[config.mk]
export PLATFORM = sky130hd
export DESIGN_NAME = scan_tap
export DESIGN_NICKNAME = d
export VERILOG_FILES = /design/src/pkg/scan_tap_pkg.sv /design/src/rtl/pin_sync.sv /design/src/rtl/scan_tap.sv
export SDC_FILE = /design/constraint.sdc
export NUM_CORES = 1
export LEC_CHECK = 0
export ABC_CLOCK_PERIOD_IN_PS = 1520
export BUFFER_PORTS_ARGS = -buffer_cell sky130_fd_sc_hd__buf_2
export CAP_MARGIN = 20
export CORE_AREA = 2 2 176 178
export CTS_CLUSTER_SIZE = 24
export DETAILED_ROUTE_END_ITERATION = 16
export DIE_AREA = 0 0 178 180
export HOLD_SLACK_MARGIN = 0.02
export PLACE_DENSITY = 0.79
export SKIP_LAST_GASP = 1
export SYNTH_ARGS = -nofsm -noshare
export SYNTH_HDL_FRONTEND = slang
export SYNTH_SLANG_ARGS = --single-unit
[constraint.sdc]
create_clock -name i_ref_clk -period 1.52 [get_ports i_ref_clk]
set_input_delay 0.228 -clock i_ref_clk [delete_from_list [all_inputs] [get_ports i_ref_clk]]
set_output_delay 0.228 -clock i_ref_clk [all_outputs]
set_load 0.03 [all_outputs]
[src/pkg/scan_tap_pkg.sv]
// constants for the boundary-scan test access logic
package scan_tap_pkg;
   // ----------------------------------------------------------------------
   // register sizes
   // ----------------------------------------------------------------------
   localparam int unsigned IR_WIDTH  = 2;
   localparam int unsigned BSR_CELLS = 84;

   // ----------------------------------------------------------------------
   // instruction codes
   // ----------------------------------------------------------------------
   localparam logic [IR_WIDTH-1:0] INSTR_EXTEST       = 2'h0;
   localparam logic [IR_WIDTH-1:0] INSTR_SAMPLE       = 2'h1;
   localparam logic [IR_WIDTH-1:0] INSTR_BYPASS_TEST  = 2'h2;
   localparam logic [IR_WIDTH-1:0] bypass_functional  = 2'h3;
   localparam logic [IR_WIDTH-1:0] IR_CAPTURE_VALUE   = 2'h1;

   // ----------------------------------------------------------------------
   // enable cell positions
   // ----------------------------------------------------------------------
   localparam int unsigned CELL_OE_OUTBOUND    = 32;
   localparam int unsigned CELL_OE_INBOUND     = 41;
   localparam int unsigned CELL_OE_CLOCK_IN    = 46;
   localparam int unsigned CELL_OE_OUTPUT_ONLY = 52;
   localparam int unsigned CELL_OE_DATA        = 71;

   // ----------------------------------------------------------------------
   // tap controller states
   // ----------------------------------------------------------------------
   typedef enum logic [3:0] {
      ST_TEST_LOGIC_RESET,
      ST_RUN_IDLE,
      ST_SELECT_DR,
      ST_CAPTURE_DR,
      ST_SHIFT_DR,
      ST_EXIT1_DR,
      ST_PAUSE_DR,
      ST_EXIT2_DR,
      ST_UPDATE_DR,
      ST_SELECT_IR,
      ST_CAPTURE_IR,
      ST_SHIFT_IR,
      ST_EXIT1_IR,
      ST_PAUSE_IR,
      ST_EXIT2_IR,
      ST_UPDATE_IR
   } tap_state_e;
endpackage

[src/rtl/pin_sync.sv]
// two-flop synchroniser for pin levels entering the reference clock domain
`timescale 1ns/10ps
module pin_sync #(
   parameter int unsigned WIDTH = 1
) (
   input  wire logic             i_ref_clk,
   input  wire logic             i_srst,
   input  wire logic [WIDTH-1:0] i_async,
   output logic      [WIDTH-1:0] o_sync
);
   logic [WIDTH-1:0] meta;

   // first stage feeds only the second stage
   always_ff @(posedge i_ref_clk) begin
      if (i_srst) begin
         meta   <= '0;
         o_sync <= '0;
      end else begin
         meta   <= i_async;
         o_sync <= meta;
      end
   end
endmodule // pin_sync

[src/rtl/scan_tap.sv]
// boundary-scan tap controller, instruction register and test data registers
//
// Overview of operation
// instruction register is two bits wide
// instruction bits shift in from tdi only in the shift-ir state
// current instruction selects the data register placed between tdi and tdo
// only two data registers exist: boundary-scan and bypass
// bypass path is a single stage, one-bit delay
// boundary register has 84 cells; cell 0 leaves tdo first
// enable cells are active high; 1 enables the pin group
// all-zero boundary register tristates every output under scan control
// cells 0-23 frame groups b,a; 24-31 outbound streams, enable cell 32
// cells 33-40 inbound streams, enable cell 41
// cells 47-51 local frame, clocks, control stream; cell 52 output-only enable
// cells 63-70 data bus bits 7..0, enable cell 71
// cells 76-83 capture rd, wr, cs, ale, address, dma acknowledge
// tms and tdi sampled on rising tck; undriven reads as 1
// tdo changes on falling tck, high impedance when not shifting
// 00 extest, 01 sample/preload, 10 bypass with pins under scan control
// test-logic reset loads the functional bypass instruction
// standard sixteen-state tap; code 11 acts as functional bypass
`timescale 1ns/10ps
module scan_tap #(
   parameter int unsigned CELLS = scan_tap_pkg::BSR_CELLS
) (
   input  wire logic             i_ref_clk,
   input  wire logic             i_srst,
   input  wire logic             i_tck,
   input  wire logic             i_tms,
   input  wire logic             i_tdi,
   output logic                  o_tdo,
   output logic                  o_tdo_oe,
   input  wire logic [CELLS-1:0] i_core_val,
   input  wire logic [CELLS-1:0] i_pin_val,
   output logic      [CELLS-1:0] o_pin_drive,
   output logic                  o_scan_ctrl,
   output logic                  o_oe_outbound,
   output logic                  o_oe_inbound,
   output logic                  o_oe_clock_in,
   output logic                  o_oe_output_only,
   output logic                  o_oe_data,
   output logic [scan_tap_pkg::IR_WIDTH-1:0] o_instr
);
   // ----------------------------------------------------------------------
   // pin synchronisation
   // ----------------------------------------------------------------------
   logic [2:0]       tap_sync;
   logic [CELLS-1:0] pin_sync_val;
   logic             tck_prev;
   logic             tck_rise;
   logic             tck_fall;
   logic             tms_s;
   logic             tdi_s;

   // pad pull-ups turn an undriven tms or tdi into a 1 before this point
   pin_sync #(.WIDTH(3)) u_tap_sync (
      .i_ref_clk (i_ref_clk),
      .i_srst    (i_srst),
      .i_async   ({i_tck, i_tms, i_tdi}),
      .o_sync    (tap_sync)
   );

   pin_sync #(.WIDTH(CELLS)) u_pin_sync (
      .i_ref_clk (i_ref_clk),
      .i_srst    (i_srst),
      .i_async   (i_pin_val),
      .o_sync    (pin_sync_val)
   );

   assign tms_s = tap_sync[1];
   assign tdi_s = tap_sync[0];

   always_ff @(posedge i_ref_clk) begin
      if (i_srst) begin
         tck_prev <= 1'b0;
      end else begin
         tck_prev <= tap_sync[2];
      end
   end

   // tms and tdi are synchronised alongside tck, so they are stable at the edge
   assign tck_rise = tap_sync[2] & ~tck_prev;
   assign tck_fall = ~tap_sync[2] & tck_prev;

   // ----------------------------------------------------------------------
   // tap controller
   // ----------------------------------------------------------------------
   scan_tap_pkg::tap_state_e state;
   scan_tap_pkg::tap_state_e next_state;

   always_comb begin
      next_state = state;
      case (state)
         scan_tap_pkg::ST_TEST_LOGIC_RESET: next_state = tms_s ?
            scan_tap_pkg::ST_TEST_LOGIC_RESET : scan_tap_pkg::ST_RUN_IDLE;
         scan_tap_pkg::ST_RUN_IDLE: next_state = tms_s ?
            scan_tap_pkg::ST_SELECT_DR : scan_tap_pkg::ST_RUN_IDLE;
         scan_tap_pkg::ST_SELECT_DR: next_state = tms_s ?
            scan_tap_pkg::ST_SELECT_IR : scan_tap_pkg::ST_CAPTURE_DR;
         scan_tap_pkg::ST_CAPTURE_DR: next_state = tms_s ?
            scan_tap_pkg::ST_EXIT1_DR : scan_tap_pkg::ST_SHIFT_DR;
         scan_tap_pkg::ST_SHIFT_DR: next_state = tms_s ?
            scan_tap_pkg::ST_EXIT1_DR : scan_tap_pkg::ST_SHIFT_DR;
         scan_tap_pkg::ST_EXIT1_DR: next_state = tms_s ?
            scan_tap_pkg::ST_UPDATE_DR : scan_tap_pkg::ST_PAUSE_DR;
         scan_tap_pkg::ST_PAUSE_DR: next_state = tms_s ?
            scan_tap_pkg::ST_EXIT2_DR : scan_tap_pkg::ST_PAUSE_DR;
         scan_tap_pkg::ST_EXIT2_DR: next_state = tms_s ?
            scan_tap_pkg::ST_UPDATE_DR : scan_tap_pkg::ST_SHIFT_DR;
         scan_tap_pkg::ST_UPDATE_DR: next_state = tms_s ?
            scan_tap_pkg::ST_SELECT_DR : scan_tap_pkg::ST_RUN_IDLE;
         scan_tap_pkg::ST_SELECT_IR: next_state = tms_s ?
            scan_tap_pkg::ST_TEST_LOGIC_RESET : scan_tap_pkg::ST_CAPTURE_IR;
         scan_tap_pkg::ST_CAPTURE_IR: next_state = tms_s ?
            scan_tap_pkg::ST_EXIT1_IR : scan_tap_pkg::ST_SHIFT_IR;
         scan_tap_pkg::ST_SHIFT_IR: next_state = tms_s ?
            scan_tap_pkg::ST_EXIT1_IR : scan_tap_pkg::ST_SHIFT_IR;
         scan_tap_pkg::ST_EXIT1_IR: next_state = tms_s ?
            scan_tap_pkg::ST_UPDATE_IR : scan_tap_pkg::ST_PAUSE_IR;
         scan_tap_pkg::ST_PAUSE_IR: next_state = tms_s ?
            scan_tap_pkg::ST_EXIT2_IR : scan_tap_pkg::ST_PAUSE_IR;
         scan_tap_pkg::ST_EXIT2_IR: next_state = tms_s ?
            scan_tap_pkg::ST_UPDATE_IR : scan_tap_pkg::ST_SHIFT_IR;
         scan_tap_pkg::ST_UPDATE_IR: next_state = tms_s ?
            scan_tap_pkg::ST_SELECT_DR : scan_tap_pkg::ST_RUN_IDLE;
         default: next_state = scan_tap_pkg::ST_TEST_LOGIC_RESET;
      endcase
   end

   always_ff @(posedge i_ref_clk) begin
      if (i_srst) begin
         state <= scan_tap_pkg::ST_TEST_LOGIC_RESET;
      end else if (tck_rise) begin
         state <= next_state;
      end
   end

   // ----------------------------------------------------------------------
   // instruction register
   // ----------------------------------------------------------------------
   logic [scan_tap_pkg::IR_WIDTH-1:0] ir_shift;
   logic [scan_tap_pkg::IR_WIDTH-1:0] instr;
   logic                              sel_bsr;
   logic                              pins_scan;

   always_ff @(posedge i_ref_clk) begin
      if (i_srst) begin
         ir_shift <= scan_tap_pkg::IR_CAPTURE_VALUE;
      end else if (tck_rise) begin
         if (state == scan_tap_pkg::ST_CAPTURE_IR) begin
            ir_shift <= scan_tap_pkg::IR_CAPTURE_VALUE;
         end else if (state == scan_tap_pkg::ST_SHIFT_IR) begin
            ir_shift <= {tdi_s, ir_shift[scan_tap_pkg::IR_WIDTH-1:1]};
         end
      end
   end

   always_ff @(posedge i_ref_clk) begin
      if (i_srst) begin
         instr <= scan_tap_pkg::bypass_functional;
      end else if (tck_rise) begin
         if (state == scan_tap_pkg::ST_TEST_LOGIC_RESET) begin
            instr <= scan_tap_pkg::bypass_functional;
         end else if (state == scan_tap_pkg::ST_UPDATE_IR) begin
            instr <= ir_shift;
         end
      end
   end

   // code 11 falls into the functional bypass by not matching any test code
   assign sel_bsr   = (instr == scan_tap_pkg::INSTR_EXTEST) ||
                      (instr == scan_tap_pkg::INSTR_SAMPLE);
   assign pins_scan = (instr == scan_tap_pkg::INSTR_EXTEST) ||
                      (instr == scan_tap_pkg::INSTR_BYPASS_TEST);

   // ----------------------------------------------------------------------
   // data registers
   // ----------------------------------------------------------------------
   logic [CELLS-1:0] bsr_shift;
   logic [CELLS-1:0] bsr_update;
   logic             bypass_bit;

   // capture takes pin levels for every cell, so the cell map fixes the order
   always_ff @(posedge i_ref_clk) begin
      if (i_srst) begin
         bsr_shift <= '0;
      end else if (tck_rise && sel_bsr) begin
         if (state == scan_tap_pkg::ST_CAPTURE_DR) begin
            bsr_shift <= pin_sync_val;
         end else if (state == scan_tap_pkg::ST_SHIFT_DR) begin
            bsr_shift <= {tdi_s, bsr_shift[CELLS-1:1]};
         end
      end
   end

   // zero at reset keeps every pin group tristated if scan control is taken
   always_ff @(posedge i_ref_clk) begin
      if (i_srst) begin
         bsr_update <= '0;
      end else if (tck_rise && sel_bsr && state == scan_tap_pkg::ST_UPDATE_DR) begin
         bsr_update <= bsr_shift;
      end
   end

   always_ff @(posedge i_ref_clk) begin
      if (i_srst) begin
         bypass_bit <= 1'b0;
      end else if (tck_rise && !sel_bsr) begin
         if (state == scan_tap_pkg::ST_CAPTURE_DR) begin
            bypass_bit <= 1'b0;
         end else if (state == scan_tap_pkg::ST_SHIFT_DR) begin
            bypass_bit <= tdi_s;
         end
      end
   end

   // ----------------------------------------------------------------------
   // test data out
   // ----------------------------------------------------------------------
   always_ff @(posedge i_ref_clk) begin
      if (i_srst) begin
         o_tdo    <= 1'b0;
         o_tdo_oe <= 1'b0;
      end else if (tck_fall) begin
         if (state == scan_tap_pkg::ST_SHIFT_IR) begin
            o_tdo    <= ir_shift[0];
            o_tdo_oe <= 1'b1;
         end else if (state == scan_tap_pkg::ST_SHIFT_DR) begin
            o_tdo    <= sel_bsr ? bsr_shift[0] : bypass_bit;
            o_tdo_oe <= 1'b1;
         end else begin
            o_tdo_oe <= 1'b0;
         end
      end
   end

   // ----------------------------------------------------------------------
   // pin control
   // ----------------------------------------------------------------------
   logic [CELLS-1:0] drive_src;

   assign drive_src = pins_scan ? bsr_update : i_core_val;

   always_ff @(posedge i_ref_clk) begin
      if (i_srst) begin
         o_pin_drive      <= '0;
         o_scan_ctrl      <= 1'b0;
         o_oe_outbound    <= 1'b0;
         o_oe_inbound     <= 1'b0;
         o_oe_clock_in    <= 1'b0;
         o_oe_output_only <= 1'b0;
         o_oe_data        <= 1'b0;
         o_instr          <= scan_tap_pkg::bypass_functional;
      end else begin
         o_pin_drive      <= drive_src;
         o_scan_ctrl      <= pins_scan;
         o_oe_outbound    <= drive_src[scan_tap_pkg::CELL_OE_OUTBOUND];
         o_oe_inbound     <= drive_src[scan_tap_pkg::CELL_OE_INBOUND];
         o_oe_clock_in    <= drive_src[scan_tap_pkg::CELL_OE_CLOCK_IN];
         o_oe_output_only <= drive_src[scan_tap_pkg::CELL_OE_OUTPUT_ONLY];
         o_oe_data        <= drive_src[scan_tap_pkg::CELL_OE_DATA];
         o_instr          <= instr;
      end
   end
endmodule // scan_tap

### After elaboration in Yosys (flattened, before gate mapping)

Index checks and enable logic that the tools add are counted.

| storage, ports and cells | value |
|---|---|
| output and inout port bits | 94 |
| bits of input ports | 173 |
| bits in registers | 446 |
| word-level logic and storage cells | 89 |

| cells by class | value |
|---|---|
| bitwise gates (word level) | 4 |
| reduce and logical (&&, ||, !) cells | 20 |
| equal/unequal tests | 17 |
| multiplexer cells | 27 |

Operators by type and width:

| operator | number |
|---|---|
| 84-bit two-way mux | 3 |
| 4-bit one-hot mux with 12 select lines | 1 |
| 4-bit equality test, second input constant | 8 |
| 4-bit by 3-bit equality test with 1-bit output, second input constant | 4 |
| 4-bit two-way mux | 4 |
| 2-bit two-way mux | 7 |
| 1-bit two-way mux | 10 |
| 2-bit AND reduction | 5 |
| 4-bit by 2-bit equality test with 1-bit output, second input constant | 2 |
| 2-bit nonzero test | 4 |
| 3-bit two-way mux | 2 |
| 4-bit by 1-bit equality test with 1-bit output, second input constant | 1 |
| 4-bit logical NOT | 1 |
| 2-bit OR reduction | 2 |
| 1-bit logical AND | 3 |
| 3-bit OR reduction | 1 |
| 1-bit AND | 2 |
| 2-bit by 1-bit equality test with 1-bit output, second input constant | 1 |
| 2-bit equality test, second input constant | 1 |
| 2-bit logical NOT | 1 |
| 1-bit logical OR | 2 |
| 1-bit NOT | 2 |
| 1-bit logical NOT | 1 |

### Longest topological paths before layout

| logic depth | value |
|---|---|
| word-level depth | 5 |
| gate-level depth with buffers | 7 |
| mapped depth without buffers | 4 |

### Cells and area by module

A second synthesis with hierarchy kept.

| unflattened totals | value |
|---|---|
| cells, all modules | 1389 |
| area total of the unflattened synthesis | 14896.8 um^2 |

Modules (own cells, without submodules):

| module | instances | cells each | area an instance (um^2) |
|---|---|---|---|
| scan_tap | 1 | 1023 | 10229.8 |
| pin_sync at u_pin_sync | 1 | 354 | 4509.3 |
| pin_sync at u_tap_sync | 1 | 12 | 157.7 |

### Least setup slack after synthesis

OpenSTA, ideal clock, no wires.

| timing | value |
|---|---|
| kind | reg2reg |
| start point | register state[2] |
| end point | register bsr_shift[24] |
| setup time | 0.115 ns |
| cell stages (with the launch flop) | 8 |
| setup slack | 0.076 ns |
| path buffers | 4 |
| arrival time | 1.329 ns |
| cells stage by stage | dfxtp_1 > buf_6 > and4bb_1 > buf_4 > buf_12 > buf_12 > mux2i_1 > o2bb2ai_2 |

| between the ends | value |
|---|---|
| word-level cells in the longest chain between the ends | 3 |
| elaborated cells on any way between the ends | 5 |
| those cells by class | eq/ne (2); mux (1); reduce/logical (2) |

Ends and longest elaborated chain:

| what | line | text |
|---|---|---|
| start: declaration | scan_tap.sv:88 | `scan_tap_pkg::tap_state_e state;` |
| start signal: assignment | scan_tap.sv:132 | `state <= scan_tap_pkg::ST_TEST_LOGIC_RESET;` |
| start signal: assignment | scan_tap.sv:134 | `state <= next_state;` |
| 4-bit by 2-bit equality test with 1-bit output / 4-bit by 3-bit equality test with 1-bit output (equally long branches) | scan_tap.sv:188, scan_tap.sv:190 |  |
| 2-bit nonzero test (no source line) | -- |  |
| 2-bit AND reduction (no source line) | -- |  |
| end signal: assignment | scan_tap.sv:189 | `bsr_shift <= pin_sync_val;` |
| end signal: assignment | scan_tap.sv:191 | `bsr_shift <= {tdi_s, bsr_shift[CELLS-1:1]};` |
| end: declaration | scan_tap.sv:179 | `logic [CELLS-1:0] bsr_shift;` |

Several ways; a longest one is shown, not always the timed one.
A chain may end at the register's enable or synchronous reset.

### Worst setup path after layout

| timing | value |
|---|---|
| start point | register state[2] |
| end point | register bsr_shift[35] |

The elaborated chain is that of the path after synthesis.

==> flow_summary.json <==
{
  "fin_crit_sh": 0.991,
  "critical_path_arrival_ps": 1910,
  "status": "complete, no violations",
  "die_h_um": 180,
  "htreeDepth": 2,
  "synthToLayoutAreaGrowth_pct": 34.2,
  "hold_violations": 0,
  "clock.fmax_mhz": 664,
  "critPathRequiredTime_ps": 1920,
  "crit_path_start": "state[2]",
  "vias": 11100,
  "synth_area_um2": 14900,
  "grt_pass1_vias": 11300,
  "syn_inst": 1389,
  "cts.path.max_buffers": 3,
  "grt_use_total": 0.213,
  "drt_iter0_drc": 587,
  "cts_made_buffers": 45,
  "io_buffer_count": 266,
  "synth_edf_count": 0,
  "async_reset_ff_frac": 0,
  "clock-sinks": 441,
  "mappedNetlistNets": 1562,
  "antenna_found_initial": 3,
  "critPathTopFamily": "simple AND/OR/NAND/NOR gates",
  "max_stage_delay_ps": 400,
  "instances_no_fill": 2236,
  "die_x_um": 178,
  "max_slew_margin": 0.545,
  "r2r_start": "state[2]",
  "place_ws_ps": -0.861,
  "final.setup_skew_ps": 19.9,
  "drtAntennaViolNets": 0,
  "nets": 1983,
  "grt_pass1_wl_um": 55500,
  "cts_tree": "done",
  "slowest_stage": "and4bb_4",
  "via_per_inst": 4.95,
  "synth-main-ff-cell": "dfxtp_1",
  "grt_max_degree": 171,
  "ys_seq_elements": 441,
  "drc": 0,
  "ys_types": 44,
  "reg2reg_slack_ps": 10,
  "hpwl_um": 19500,
  "dieArea_um2": 32000,
  "drt_wl_total_um": 36200,
  "criticalPathCategory": "reg2reg",
  "crit_path_cell_trace": "and4bb_4, buf_6, buf_12, mux2i_2, o2bb2ai_1",
  "firstDrtPassIters": 5,
  "grt_overflow": 0,
  "slew_violations": 0,
  "drive_gt1_frac": 0.224,
  "min_path_cells": 1,
  "gp_congestion": 0.843,
  "rsz0062_at_grt": "yes",
  "worstPathMaxFanout": 8,
  "synth_warnings": 0,
  "worst_pin_slew_ps": 683,
  "ioPinCount": 267,
  "worst_ir_drop_vdd_mv": 0.913,
  "synth_seq_area_share": 0.591,
  "hp-start": "u_pin_sync.meta[1]",
  "clk_latency_ps": 530,
  "cp-end-kind": "flip-flop",
  "row_count": 64,
  "routedWlPerCell_um": 16.2,
  "path_buf_inv": 2,
  "cp.depth": 5,
  "cap_violations": 0,
  "period_minus_slack_ps": 1510,
  "core_area_um2": 30200,
  "startpoint_type": "flip-flop",
  "hold_class": "reg2reg",
  "place_inst": 1975,
  "cts.clk_slew.worst_paths_ps": 60,
  "p_leak_nw": 8.37,
  "cellPowerDensity_nw_per_um2": 1210,
  "start_util": 0.495,
  "syn_area_per_cell_um2": 10.8,
  "setup_violations": 0,
  "cts-root-buf": "clkbuf_16",
  "reg2reg_depth": 5,
  "fin_ws_ps": 13.2
}
[stage by stage]
step                total power, mW  hold slack, ps  instance area [um^2]   util  TNS [ps]
finish                         24.2             429                 20100  0.664         0
floorplan                      12.9             342                 14900      -         0
detailed placement             13.4             420                 16600  0.549    -0.861
global placement               13.4             419                 16600  0.549         0
CTS                            24.3             427                 19700  0.654     -82.6
global route                   25.0             442                 20100  0.664      -155
[path summary, 6_finish.rpt]
kind / end
worst max-delay path: bsr_shift[35]
worst min-delay path: u_pin_sync.o_sync[1]
worst max register to register: bsr_shift[35]
worst min register to register: u_pin_sync.o_sync[1]
[placed cells by master, fill, tap and decap left out, drive strengths merged, types with 2 or more instances in the layout]
master	n
a21oi	95
a31oi	2
buf	304
bufinv	3
clkbuf	72
clkinv	4
dfxtp	441
diode	3
dlygate4sd3	172
inv	5
mux2	2
mux2i	168
nand2	170
nand2b	4
nand3	3
nand4	2
nor2	92
nor2b	178
nor3	5
nor3b	3
nor4	2
o21ai	7
o2bb2ai	85
xnor2	2
[cell usage after synthesis, types with 2 or more instances]
library cell  count  share of area
nand3_1           2        0.00067
inv_1             5         0.0013
nand2b_1          3         0.0013
buf_2            36          0.012
buf_6            13         0.0098
nor3b_1           2         0.0010
nor2b_1         178          0.075
mux2_2            2         0.0015
a31oi_1           2        0.00084
o2bb2ai_1        78          0.046
nand4_1           2        0.00084
nor2_1           92          0.023
xnor2_1           2         0.0012
nor3_1            5         0.0017
buf_4            11         0.0055
clkbuf_1         40          0.010
buf_12            7         0.0094
o2bb2ai_2         7         0.0070
dfxtp_1         441           0.59
nor4_1            2        0.00084
a21oi_1          94          0.031
mux2i_1         168           0.11
o21ai_0           7         0.0023
nand2_1         170          0.043
[worst reg2reg max path, delay by kind of cell (launching register included)]
kind	cells	cell delay [ps]
muxes	1	270
and+or+nand+nor	1	400
DFF	1	350
buffers and inverters	2	300
AOI/OAI and AO/OA	1	80
[cells by family after synthesis]
logic type                Yosys count  synth area share
and+or+nand+nor                   465             0.152
DFF                               441             0.591
AOI/OAI and AO/OA                 197            0.0925
muxes                             170             0.114
buffers and inverters             113            0.0483
xor gates and xnor gates            3           0.00176
[area by class of cell]
class,instances,area (um^2)
fillers,2104,10100
flip-flops and latches,441,8840
multi-input cells,835,5510
repair buffers,482,3750
clock buffers,66,1310
well taps,396,495
clock inverters,8,129
inverters,5,18.8
diodes,3,7.51
[where the power goes]
group / internal (mW) / switching (mW)
logic: 0.756 / 0.790
clock network: 6.42 / 4.29
registers: 11.9 / 0.0996
total: 19.1 / 5.18
[sequential cells by signal (all words and copies together) (netlist names)]
register	cells
u_pin_sync.o_sync	84
bsr_shift	84
u_tap_sync.o_sync	3
o_tdo	1
o_tdo_oe	1
state	4
u_pin_sync.meta	84
bsr_update	84
ir_shift	2
o_instr	2
bypass_bit	1
instr	2
u_tap_sync.meta	3
o_scan_ctrl	1
o_pin_drive	84
tck_prev	1
[per-layer routing]
metal | vias up | track usage | wire length [um]
met5 | - | 0 | 0
met4 | 0 | 0.0882 | 1220
met3 | 90 | 0.0364 | 1640
met2 | 313 | 0.391 | 18800
met1 | 5221 | 0.241 | 14600
li1 | 5454 | - | -
[what timing repair did]
item | CTS | global route
hold endpoints to repair | 172 | 0
setup buffers | 0 | 4
pin swaps | 0 | 1
cloned | 0 | 8
setup endpoints to repair | 15 | 111
resized for setup | 2 | 28
hold buffers | 172 | 0
No activity file was read; power rests on OpenSTA's default activity.
